--- src/cimlo_pkg.sv ---
// Package with encodings, widths and timing for the compact multiply/logic datapath.
package cimlo_pkg;
	localparam int XLEN      = 64;
	localparam int WORD      = 32;
	localparam int PROD      = 64;
	localparam int GPR_AW    = 5;
	localparam int CR_W      = 3;
	localparam logic [4:0] REG_REG_MAJOR_OP = 5'h1D;
	localparam logic [4:0] IMM8_MAJOR_OP    = 5'h0C;
	localparam logic [4:0] FN_SIGNED_MUL    = 5'h18;
	localparam logic [4:0] FN_UNSIGNED_MUL  = 5'h19;
	localparam logic [4:0] FN_NEGATE        = 5'h0B;
	localparam logic [4:0] FN_INVERT        = 5'h0F;
	localparam logic [4:0] FN_OR            = 5'h0D;
	localparam logic [2:0] SUB_MOVE_TO_WIDE = 3'h5;
	localparam logic [2:0] SUB_MOVE_FROM_WIDE = 3'h7;
	localparam logic [15:0] NOP_WORD        = 16'h6500;
	localparam int OP_HI = 15;
	localparam int OP_LO = 11;
	localparam int RX_HI = 10;
	localparam int RX_LO = 8;
	localparam int RY_HI = 7;
	localparam int RY_LO = 5;
	localparam int FN_HI = 4;
	localparam int FN_LO = 0;
	localparam int MUL_LAT = 4;
	localparam logic [2:0] MUL_LAT_W = 3'h4;
	localparam logic [XLEN-1:0] ZERO_X = 64'h0;
	localparam logic [GPR_AW-1:0] GPR_ZERO = 5'h00;
	localparam logic [WORD-1:0] ZERO_W = 32'h0;
	typedef enum logic [1:0] {
		CIMLO_MUL_IDLE,
		CIMLO_MUL_BUSY
	} cimlo_mul_state_t;
	// Compact register field translation.
	function automatic logic [GPR_AW-1:0] xlat(input logic [CR_W-1:0] f);
		logic [GPR_AW-1:0] r;
		r = 5'h00;
		unique case (f)
			3'h0: r = 5'h10;
			3'h1: r = 5'h11;
			3'h2: r = 5'h02;
			3'h3: r = 5'h03;
			3'h4: r = 5'h04;
			3'h5: r = 5'h05;
			3'h6: r = 5'h06;
			3'h7: r = 5'h07;
		endcase
		return r;
	endfunction
	function automatic logic [XLEN-1:0] sext_w(input logic [WORD-1:0] w);
		return {{(XLEN-WORD){w[WORD-1]}}, w};
	endfunction
endpackage

--- src/cimlo_mul_if.sv ---
// Interface between the control top and the multiplier unit.
`timescale 1ns/10ps
interface cimlo_mul_if;
	logic                  start;
	logic                  is_signed;
	logic [cimlo_pkg::WORD-1:0] op_a;
	logic [cimlo_pkg::WORD-1:0] op_b;
	logic                  done;
	logic [cimlo_pkg::PROD-1:0] product;
	modport ctrl (output start, is_signed, op_a, op_b, input done, product);
	modport unit (input start, is_signed, op_a, op_b, output done, product);
endinterface

--- src/cimlo_multiplier.sv ---
// Background 32x32 multiplier with fixed latency.
`timescale 1ns/10ps
module cimlo_multiplier (
	input  wire logic  clk_in,
	input  wire logic  rst_n,
	cimlo_mul_if.unit  mul
);
	logic [2:0]                  cnt_reg;
	logic [cimlo_pkg::PROD-1:0]  prod_reg;
	logic                        done_reg;
	wire  [cimlo_pkg::WORD:0]    ext_a;
	wire  [cimlo_pkg::WORD:0]    ext_b;
	wire  signed [cimlo_pkg::WORD*2+1:0] full;
	// Sign or zero extend per variant; zero for unsigned.
	assign ext_a = {mul.is_signed & mul.op_a[cimlo_pkg::WORD-1], mul.op_a};
	assign ext_b = {mul.is_signed & mul.op_b[cimlo_pkg::WORD-1], mul.op_b};
	assign full  = $signed(ext_a) * $signed(ext_b);
	always_ff @(posedge clk_in or negedge rst_n) begin
		if (!rst_n) begin
			cnt_reg  <= 3'h0;
			prod_reg <= cimlo_pkg::ZERO_X;
			done_reg <= 1'b0;
		end else begin
			done_reg <= (cnt_reg == 3'h1);
			if (mul.start) begin
				// No overflow flag exists; full product kept.
				prod_reg <= full[cimlo_pkg::PROD-1:0];
				cnt_reg  <= cimlo_pkg::MUL_LAT_W;
			end else if (cnt_reg != 3'h0) begin
				cnt_reg <= cnt_reg - 3'h1;
			end
		end
	end
	assign mul.done    = done_reg;
	assign mul.product = prod_reg;
endmodule // cimlo_multiplier

--- src/cimlo_datapath.sv ---
// Top of the compact multiply, negate, invert, OR and move datapath.
// What this block does
// - Word with major 11101 and function 11000 is signed multiply.
// - Signed multiply forms a full 64-bit two's-complement product.
// - Product halves go sign-extended into product low and high registers.
// - Multiply never raises an arithmetic or overflow exception.
// - Function 11001 under major 11101 is unsigned multiply.
// - Unsigned multiply zero-extends both operand words first.
// - Product reads stall while a multiply is pending unless the issuing word is a move-from.
// - Function 01011 writes sign-extended zero minus second register.
// - Function 01111 writes the bitwise complement of second register.
// - Function 01101 writes first OR second into first register.
// - Word 0x6500 moves register 16 to register zero, no state change.
// - No-op is major 01100, sub-function 101, other bits zero.
// - The 5-bit wide field names any of the 32 registers.
`timescale 1ns/10ps
module cimlo_datapath (
	// Clock and reset
	input  wire logic                        clk_in,
	input  wire logic                        reset_n_in,
	// Instruction issue
	input  wire logic                        instr_valid_in,
	input  wire logic [15:0]                 instr_in,
	input  wire logic                        reads_product_low_in,
	input  wire logic                        reads_product_high_in,
	// Register file read ports
	output logic [cimlo_pkg::GPR_AW-1:0]     rd_addr_a_out,
	output logic [cimlo_pkg::GPR_AW-1:0]     rd_addr_b_out,
	input  wire logic [cimlo_pkg::XLEN-1:0]  rd_data_a_in,
	input  wire logic [cimlo_pkg::XLEN-1:0]  rd_data_b_in,
	// Register file write port
	output logic                             wr_en_out,
	output logic [cimlo_pkg::GPR_AW-1:0]     wr_addr_out,
	output logic [cimlo_pkg::XLEN-1:0]       wr_data_out,
	// Product registers and interlock
	output logic [cimlo_pkg::XLEN-1:0]       product_low_out,
	output logic [cimlo_pkg::XLEN-1:0]       product_high_out,
	output logic                             stall_out,
	output logic                             nop_out
);
	logic                          rs1_reg;
	logic                          rst_n;
	logic [cimlo_pkg::XLEN-1:0]    product_low_reg;
	logic [cimlo_pkg::XLEN-1:0]    product_high_reg;
	logic                          wr_en_reg;
	logic [cimlo_pkg::GPR_AW-1:0]  wr_addr_reg;
	logic [cimlo_pkg::XLEN-1:0]    wr_data_reg;
	logic [cimlo_pkg::GPR_AW-1:0]  rd_a_reg;
	logic [cimlo_pkg::GPR_AW-1:0]  rd_b_reg;
	logic                          stall_reg;
	logic                          nop_reg;
	logic                          ex_valid_reg;
	logic [15:0]                   ex_instr_reg;
	logic                          ex_is_mul;
	cimlo_pkg::cimlo_mul_state_t   mstate_reg;
	cimlo_pkg::cimlo_mul_state_t   mstate_next;
	cimlo_mul_if                   mul ();

	// Reset release through two flip-flops.
	always_ff @(posedge clk_in or negedge reset_n_in) begin
		if (!reset_n_in) begin
			rs1_reg <= 1'b0;
			rst_n   <= 1'b0;
		end else begin
			rs1_reg <= 1'b1;
			rst_n   <= rs1_reg;
		end
	end

	// Decode of the issuing word.
	wire [4:0] d_op  = instr_in[cimlo_pkg::OP_HI:cimlo_pkg::OP_LO];
	wire [4:0] d_fn  = instr_in[cimlo_pkg::FN_HI:cimlo_pkg::FN_LO];
	wire [2:0] d_sub = instr_in[cimlo_pkg::RX_HI:cimlo_pkg::RX_LO];
	wire [2:0] d_rx  = instr_in[cimlo_pkg::RX_HI:cimlo_pkg::RX_LO];
	wire [2:0] d_ry  = instr_in[cimlo_pkg::RY_HI:cimlo_pkg::RY_LO];
	wire       d_rr  = (d_op == cimlo_pkg::REG_REG_MAJOR_OP);
	wire       d_i8  = (d_op == cimlo_pkg::IMM8_MAJOR_OP);
	wire d_smul = d_rr && (d_fn == cimlo_pkg::FN_SIGNED_MUL);
	wire d_umul = d_rr && (d_fn == cimlo_pkg::FN_UNSIGNED_MUL);
	wire d_mul  = d_smul || d_umul;
	wire d_mvto = d_i8 && (d_sub == cimlo_pkg::SUB_MOVE_TO_WIDE);
	wire d_mvfr = d_i8 && (d_sub == cimlo_pkg::SUB_MOVE_FROM_WIDE);
	wire d_nop  = (instr_in == cimlo_pkg::NOP_WORD);
	// Wide source field of move-from reaches all 32 registers.
	// Only the read address is needed at issue; the wide destination of
	// move-to is taken from the execute copy of the word.
	wire [4:0] d_wide_src = instr_in[4:0];

	// Interlock on product reads while multiply is in flight.
	// The multiply counts as busy already in its execute cycle, before the
	// state register has moved; otherwise a read right behind it would slip
	// through and see the old product.
	wire busy      = (mstate_reg == cimlo_pkg::CIMLO_MUL_BUSY) ||
	                 (ex_valid_reg && ex_is_mul);
	wire prod_rd   = d_mvfr ? 1'b0 :
	                 (reads_product_low_in || reads_product_high_in);
	wire hazard    = instr_valid_in && busy && (prod_rd || d_mul);
	wire issue     = instr_valid_in && !hazard;

	// Compact fields translated before the register file.
	wire [4:0] a_next = d_mvfr ? d_wide_src : cimlo_pkg::xlat(d_rx);
	wire [4:0] b_next = d_mvto ? cimlo_pkg::xlat(instr_in[7:5])
	                           : cimlo_pkg::xlat(d_ry);

	// Busy from the execute cycle of a multiply until its product lands.
	always_comb begin
		mstate_next = mstate_reg;
		unique case (mstate_reg)
			cimlo_pkg::CIMLO_MUL_IDLE: begin
				if (ex_valid_reg && ex_is_mul)
					mstate_next = cimlo_pkg::CIMLO_MUL_BUSY;
			end
			cimlo_pkg::CIMLO_MUL_BUSY: begin
				if (mul.done)
					mstate_next = cimlo_pkg::CIMLO_MUL_IDLE;
			end
		endcase
	end

	// Execute stage decode, operands arrive from the register file now.
	wire [4:0] e_op  = ex_instr_reg[cimlo_pkg::OP_HI:cimlo_pkg::OP_LO];
	wire [4:0] e_fn  = ex_instr_reg[cimlo_pkg::FN_HI:cimlo_pkg::FN_LO];
	wire [2:0] e_sub = ex_instr_reg[cimlo_pkg::RX_HI:cimlo_pkg::RX_LO];
	wire       e_rr  = (e_op == cimlo_pkg::REG_REG_MAJOR_OP);
	wire       e_i8  = (e_op == cimlo_pkg::IMM8_MAJOR_OP);
	assign ex_is_mul = e_rr && ((e_fn == cimlo_pkg::FN_SIGNED_MUL) ||
	                            (e_fn == cimlo_pkg::FN_UNSIGNED_MUL));
	wire       e_signed  = (e_fn == cimlo_pkg::FN_SIGNED_MUL);
	wire       e_neg = e_rr && (e_fn == cimlo_pkg::FN_NEGATE);
	wire       e_not = e_rr && (e_fn == cimlo_pkg::FN_INVERT);
	wire       e_or  = e_rr && (e_fn == cimlo_pkg::FN_OR);
	wire       e_mvto = e_i8 && (e_sub == cimlo_pkg::SUB_MOVE_TO_WIDE);
	wire       e_mvfr = e_i8 && (e_sub == cimlo_pkg::SUB_MOVE_FROM_WIDE);
	wire [4:0] e_rx  = cimlo_pkg::xlat(ex_instr_reg[10:8]);
	wire [4:0] e_ry  = cimlo_pkg::xlat(ex_instr_reg[7:5]);
	// Wide destination of move-to names any of the 32 registers.
	wire [4:0] e_wide_dst = ex_instr_reg[4:0];
	// Negate keeps the low word, sign-extended, no trap.
	wire [cimlo_pkg::WORD-1:0] neg_w =
		cimlo_pkg::ZERO_W - rd_data_b_in[cimlo_pkg::WORD-1:0];
	wire [cimlo_pkg::XLEN-1:0] neg_x = cimlo_pkg::sext_w(neg_w);
	wire [cimlo_pkg::XLEN-1:0] not_x = ~rd_data_b_in;
	// Bitwise OR of first and second.
	wire [cimlo_pkg::XLEN-1:0] or_x  = rd_data_a_in | rd_data_b_in;
	wire [cimlo_pkg::XLEN-1:0] res_x =
		e_neg ? neg_x : e_not ? not_x : e_or ? or_x : rd_data_b_in;
	wire       e_wr   = ex_valid_reg && (e_neg || e_not || e_or ||
	                                     e_mvto || e_mvfr);
	wire [4:0] e_dst  = e_mvto ? e_wide_dst : e_mvfr ? e_ry : e_rx;
	// Writes to register zero are dropped, so 0x6500 changes nothing.
	wire       e_wr_ok = e_wr && (e_dst != cimlo_pkg::GPR_ZERO);
	wire [cimlo_pkg::XLEN-1:0] move_src = e_mvfr ? rd_data_a_in : rd_data_b_in;
	wire [cimlo_pkg::XLEN-1:0] wdata =
		(e_mvto || e_mvfr) ? move_src : res_x;

	assign mul.start     = ex_valid_reg && ex_is_mul;
	assign mul.is_signed = e_signed;
	assign mul.op_a      = rd_data_a_in[cimlo_pkg::WORD-1:0];
	assign mul.op_b      = rd_data_b_in[cimlo_pkg::WORD-1:0];

	cimlo_multiplier u_mul (
		.clk_in (clk_in),
		.rst_n  (rst_n),
		.mul    (mul)
	);

	always_ff @(posedge clk_in or negedge rst_n) begin
		if (!rst_n) begin
			mstate_reg   <= cimlo_pkg::CIMLO_MUL_IDLE;
			ex_valid_reg <= 1'b0;
			ex_instr_reg <= 16'h0000;
			rd_a_reg     <= 5'h00;
			rd_b_reg     <= 5'h00;
			stall_reg    <= 1'b0;
			nop_reg      <= 1'b0;
		end else begin
			mstate_reg   <= mstate_next;
			ex_valid_reg <= issue;
			ex_instr_reg <= instr_in;
			rd_a_reg     <= a_next;
			rd_b_reg     <= b_next;
			stall_reg    <= hazard;
			nop_reg      <= issue && d_nop;
		end
	end

	always_ff @(posedge clk_in or negedge rst_n) begin
		if (!rst_n) begin
			wr_en_reg        <= 1'b0;
			wr_addr_reg      <= 5'h00;
			wr_data_reg      <= cimlo_pkg::ZERO_X;
			product_low_reg  <= cimlo_pkg::ZERO_X;
			product_high_reg <= cimlo_pkg::ZERO_X;
		end else begin
			wr_en_reg   <= e_wr_ok;
			wr_addr_reg <= e_dst;
			wr_data_reg <= wdata;
			// Product halves sign-extended into the product registers.
			if (mul.done) begin
				product_low_reg  <= cimlo_pkg::sext_w(mul.product[31:0]);
				product_high_reg <= cimlo_pkg::sext_w(mul.product[63:32]);
			end
		end
	end

	assign rd_addr_a_out    = a_next;
	assign rd_addr_b_out    = b_next;
	assign wr_en_out        = wr_en_reg;
	assign wr_addr_out      = wr_addr_reg;
	assign wr_data_out      = wr_data_reg;
	assign product_low_out  = product_low_reg;
	assign product_high_out = product_high_reg;
	assign stall_out        = stall_reg;
	assign nop_out          = nop_reg;
endmodule // cimlo_datapath

--- config.mk ---
export PLATFORM = sky130hd
export DESIGN_NAME = cimlo_datapath
export DESIGN_NICKNAME = d
export VERILOG_FILES = /design/src/cimlo_pkg.sv /design/src/cimlo_mul_if.sv /design/src/cimlo_multiplier.sv /design/src/cimlo_datapath.sv
export SDC_FILE = /design/constraint.sdc
export NUM_CORES = 2
export LEC_CHECK = 0
export ABC_AREA = 1
export BUFFER_PORTS_ARGS = -buffer_cell sky130_fd_sc_hd__buf_2
export CORE_MARGIN = 2
export CORE_UTILIZATION = 52
export DETAILED_ROUTE_END_ITERATION = 10
export PLACE_DENSITY = 0.7
export SYNTH_ARGS = -nofsm -noshare
export SYNTH_HDL_FRONTEND = slang
export SYNTH_SLANG_ARGS = --single-unit
export TNS_END_PERCENT = 20
--- constraint.sdc ---
create_clock -name clk_in -period 7.8 [get_ports clk_in]
set_input_delay 1.95 -clock clk_in [delete_from_list [all_inputs] [get_ports clk_in]]
set_output_delay 1.95 -clock clk_in [all_outputs]
set_load 0.02 [all_outputs]
==> results.cfg <==
[run_status]
status = finished, violations left
failed_checks = setup timing

[cts]
clock-sinks = 224
clkLatencyLatePin_ns = 0.55
clockRootBuffer = clkbuf_16
clk_pin_slew_ns = 0.08
clockBufferDepth = 3
cts_tree = yes
cts-htree-levels = 1
cts_buffers = 22

[critical_path]
slowest_delay_ns = 0.64
startpoint_type = input pin
arrival_ns = 8.55
end_kind = register
r2r_cells = 34
path_max_fanout = 9
path_common_cell = fa_1
crit_slowest_cell = fa_2
crit_required_ns = 8.24
worst-setup-path-type = in2reg

[floorplan]
coreArea_um2 = 98000
rows = 115
ios = 359
die_h_um = 318
start_util = 0.522
dieArea_um2 = 101000
dieWidth_um = 318

[cells_and_area]
syn_to_final_growth_pct = 20.4
n_fill_cell = 8405
drive_gt1_frac = 0.219
multi_input_area_um2 = 39400
seq_area_um2 = 5610
fin_nets = 8564

[route]
dr.pass1.iters = 8
drt_iter0_drc = 3658
detail_route.wl_per_cell_um = 20.7
drc = 0
viasPerCell = 5.32
wl_mm = 174
antenna_left = 0
vias = 44600

[grt]
grt_max_degree = 172
antenna_found_initial = 21
grt_usage = 0.353
grt_pass1_wl_mm = 272
grt-ovfl-total = 0
grt_pass1_vias = 47000

[timing]
max_slew_margin = 0.297
worst_clock_skew_ns = 0.0240
hold_viol = 0
finalCritPeriodShare = 1.04
fin_ws_ns = -0.305
fin_tns_setup_ns = -6.90
setup_viol = 40
min_period_ns = 8.10
worstMarginPinSlew_ns = 1.06
report.final.slew_viol_count = 0
max_freq_mhz = 123
rsz0062_at_grt = true

[yosys]
synth.distinct_cells = 42
synth_fa_ha_area_frac = 0.493
ys_warn_count = 0
async_flop_share = 1.00
synth_seq_cells = 224
synth_top_family_by_area = adder cells
synthXorXnorAreaFrac = 0.00325
syn_area_per_cell_um2 = 7.96
yosys.area_share.simple = 0.170
yosys.area.top_type = fa_1
synthMuxAreaShare = 0.0143
synth_common_cells = inv_1, nand2_1, fa_1
synthMostInstantiatedCell = inv_1
syn_area_um2 = 51200
yosys.area.top_type_share = 0.440
syn_nets = 7922
synthTopCellsByArea = fa_1, inv_1, nand2_1
synth_compound_area_frac = 0.0513
seq_area_frac_synth = 0.110
synth_ff_type = dfrtp_1
synth-edff-count = 0
synthCells = 6432

[run]
drv_cap = 0

[placed_design]
dp_hpwl_mm = 145
finalWeightedCongestion = 1.01
portBuffers = 357

[hold_path]
min_path_type = reg2async
==> critical path, delay by kind of cell <==
| family | cells | cell delay (ns) |
|---|---|---|
| buffers and inverters | 8 | 0.87 |
| adder cells (fa/ha/maj) | 9 | 4.52 |
| AND/OR/NAND/NOR | 12 | 1.20 |
==> path summary, 6_finish.rpt <==
kind                                            from                                 to  slack, ns
max                                  rd_data_b_in[0]  u_mul.mul.product[49]$_DFFE_PN0P_      -0.30
min                                  rst_n$_DFF_PN0_          wr_data_out[19]$_DFF_PN0_       0.35
max reg2reg                ex_instr_reg[2]$_DFF_PN0_  u_mul.mul.product[63]$_DFFE_PN0P_       0.21
min reg2reg                          rst_n$_DFF_PN0_          wr_data_out[19]$_DFF_PN0_       0.35
max in group asynchronous            rst_n$_DFF_PN0_           u_mul.mul.done$_DFF_PN0_       5.91
min in group clk_in                rs1_reg$_DFF_PN0_                    rst_n$_DFF_PN0_       0.37
==> per-stage QoR <==
stage | hold WS (ns) | instance area [µm²] | worst slack, ns | std cells | util
2_1_floorplan | 0.331 | 51600 | -0.424 | 6432 | -
3_3_place_gp | 0.340 | 58400 | -1.26 | 8291 | 0.596
3_5_place_dp | 0.361 | 58400 | -1.29 | 8291 | 0.596
4_1_cts | 0.375 | 60800 | -0.325 | 8358 | 0.620
5_1_grt | 0.384 | 61600 | -0.544 | 8392 | 0.629
6_report | 0.353 | 61600 | -0.305 | 8394 | 0.629
==> placed cells by master, fill, tap and decap left out, types with 60 or more instances in the layout <==
master      n
a21oi_1   174
buf_12     63
buf_2     312
buf_4     604
dfrtp_1   222
fa_1     1079
ha_1      175
inv_1    1636
mux2_2     65
nand2_1  1544
nand2_2    60
nand3_1   131
nor2_1    234
o21ai_0   159
==> metal layers <==
layer,wire (µm),vias up,global-route usage
li1,-,19700,-
met1,63000,22400,0.431
met2,84200,1945,0.595
met3,13800,565,0.0574
met4,12900,8,0.205
met5,56,-,0
==> timing repair <==
action / 4_1_cts / 5_1_grt
cloned: 3 / 0
setup endpoints to repair: 47 / 49
gates resized for setup: 380 / 173
pin swaps: 97 / 75
buffers inserted: 26 / 19
hold buffers: 0 / 0
==> cells by family (layout without fill, tap and decap cells) <==
family	Yosys count	count (layout)
flops	224	224
other cells	2	19
fa+ha+maj	1341	1341
xor+xnor	19	19
simple gates	2200	2200
buf+inv	2089	2747
mux	65	65
compound gates	492	492
==> area by class of cell <==
class / instances / share of cell area
inverter: 1689 / 0.103
timing repair buffer: 1018 / 0.128
tap: 1287 / 0.0261
sequential: 224 / 0.0910
clock buffer: 31 / 0.0108
multi-input combinational: 4119 / 0.639
antenna: 17 / 0.000690
clock inverter: 9 / 0.00175
Power is left out: the tool's default activity adds up to more than one toggle a clock period on the data nets, which glitch-free logic cannot reach.
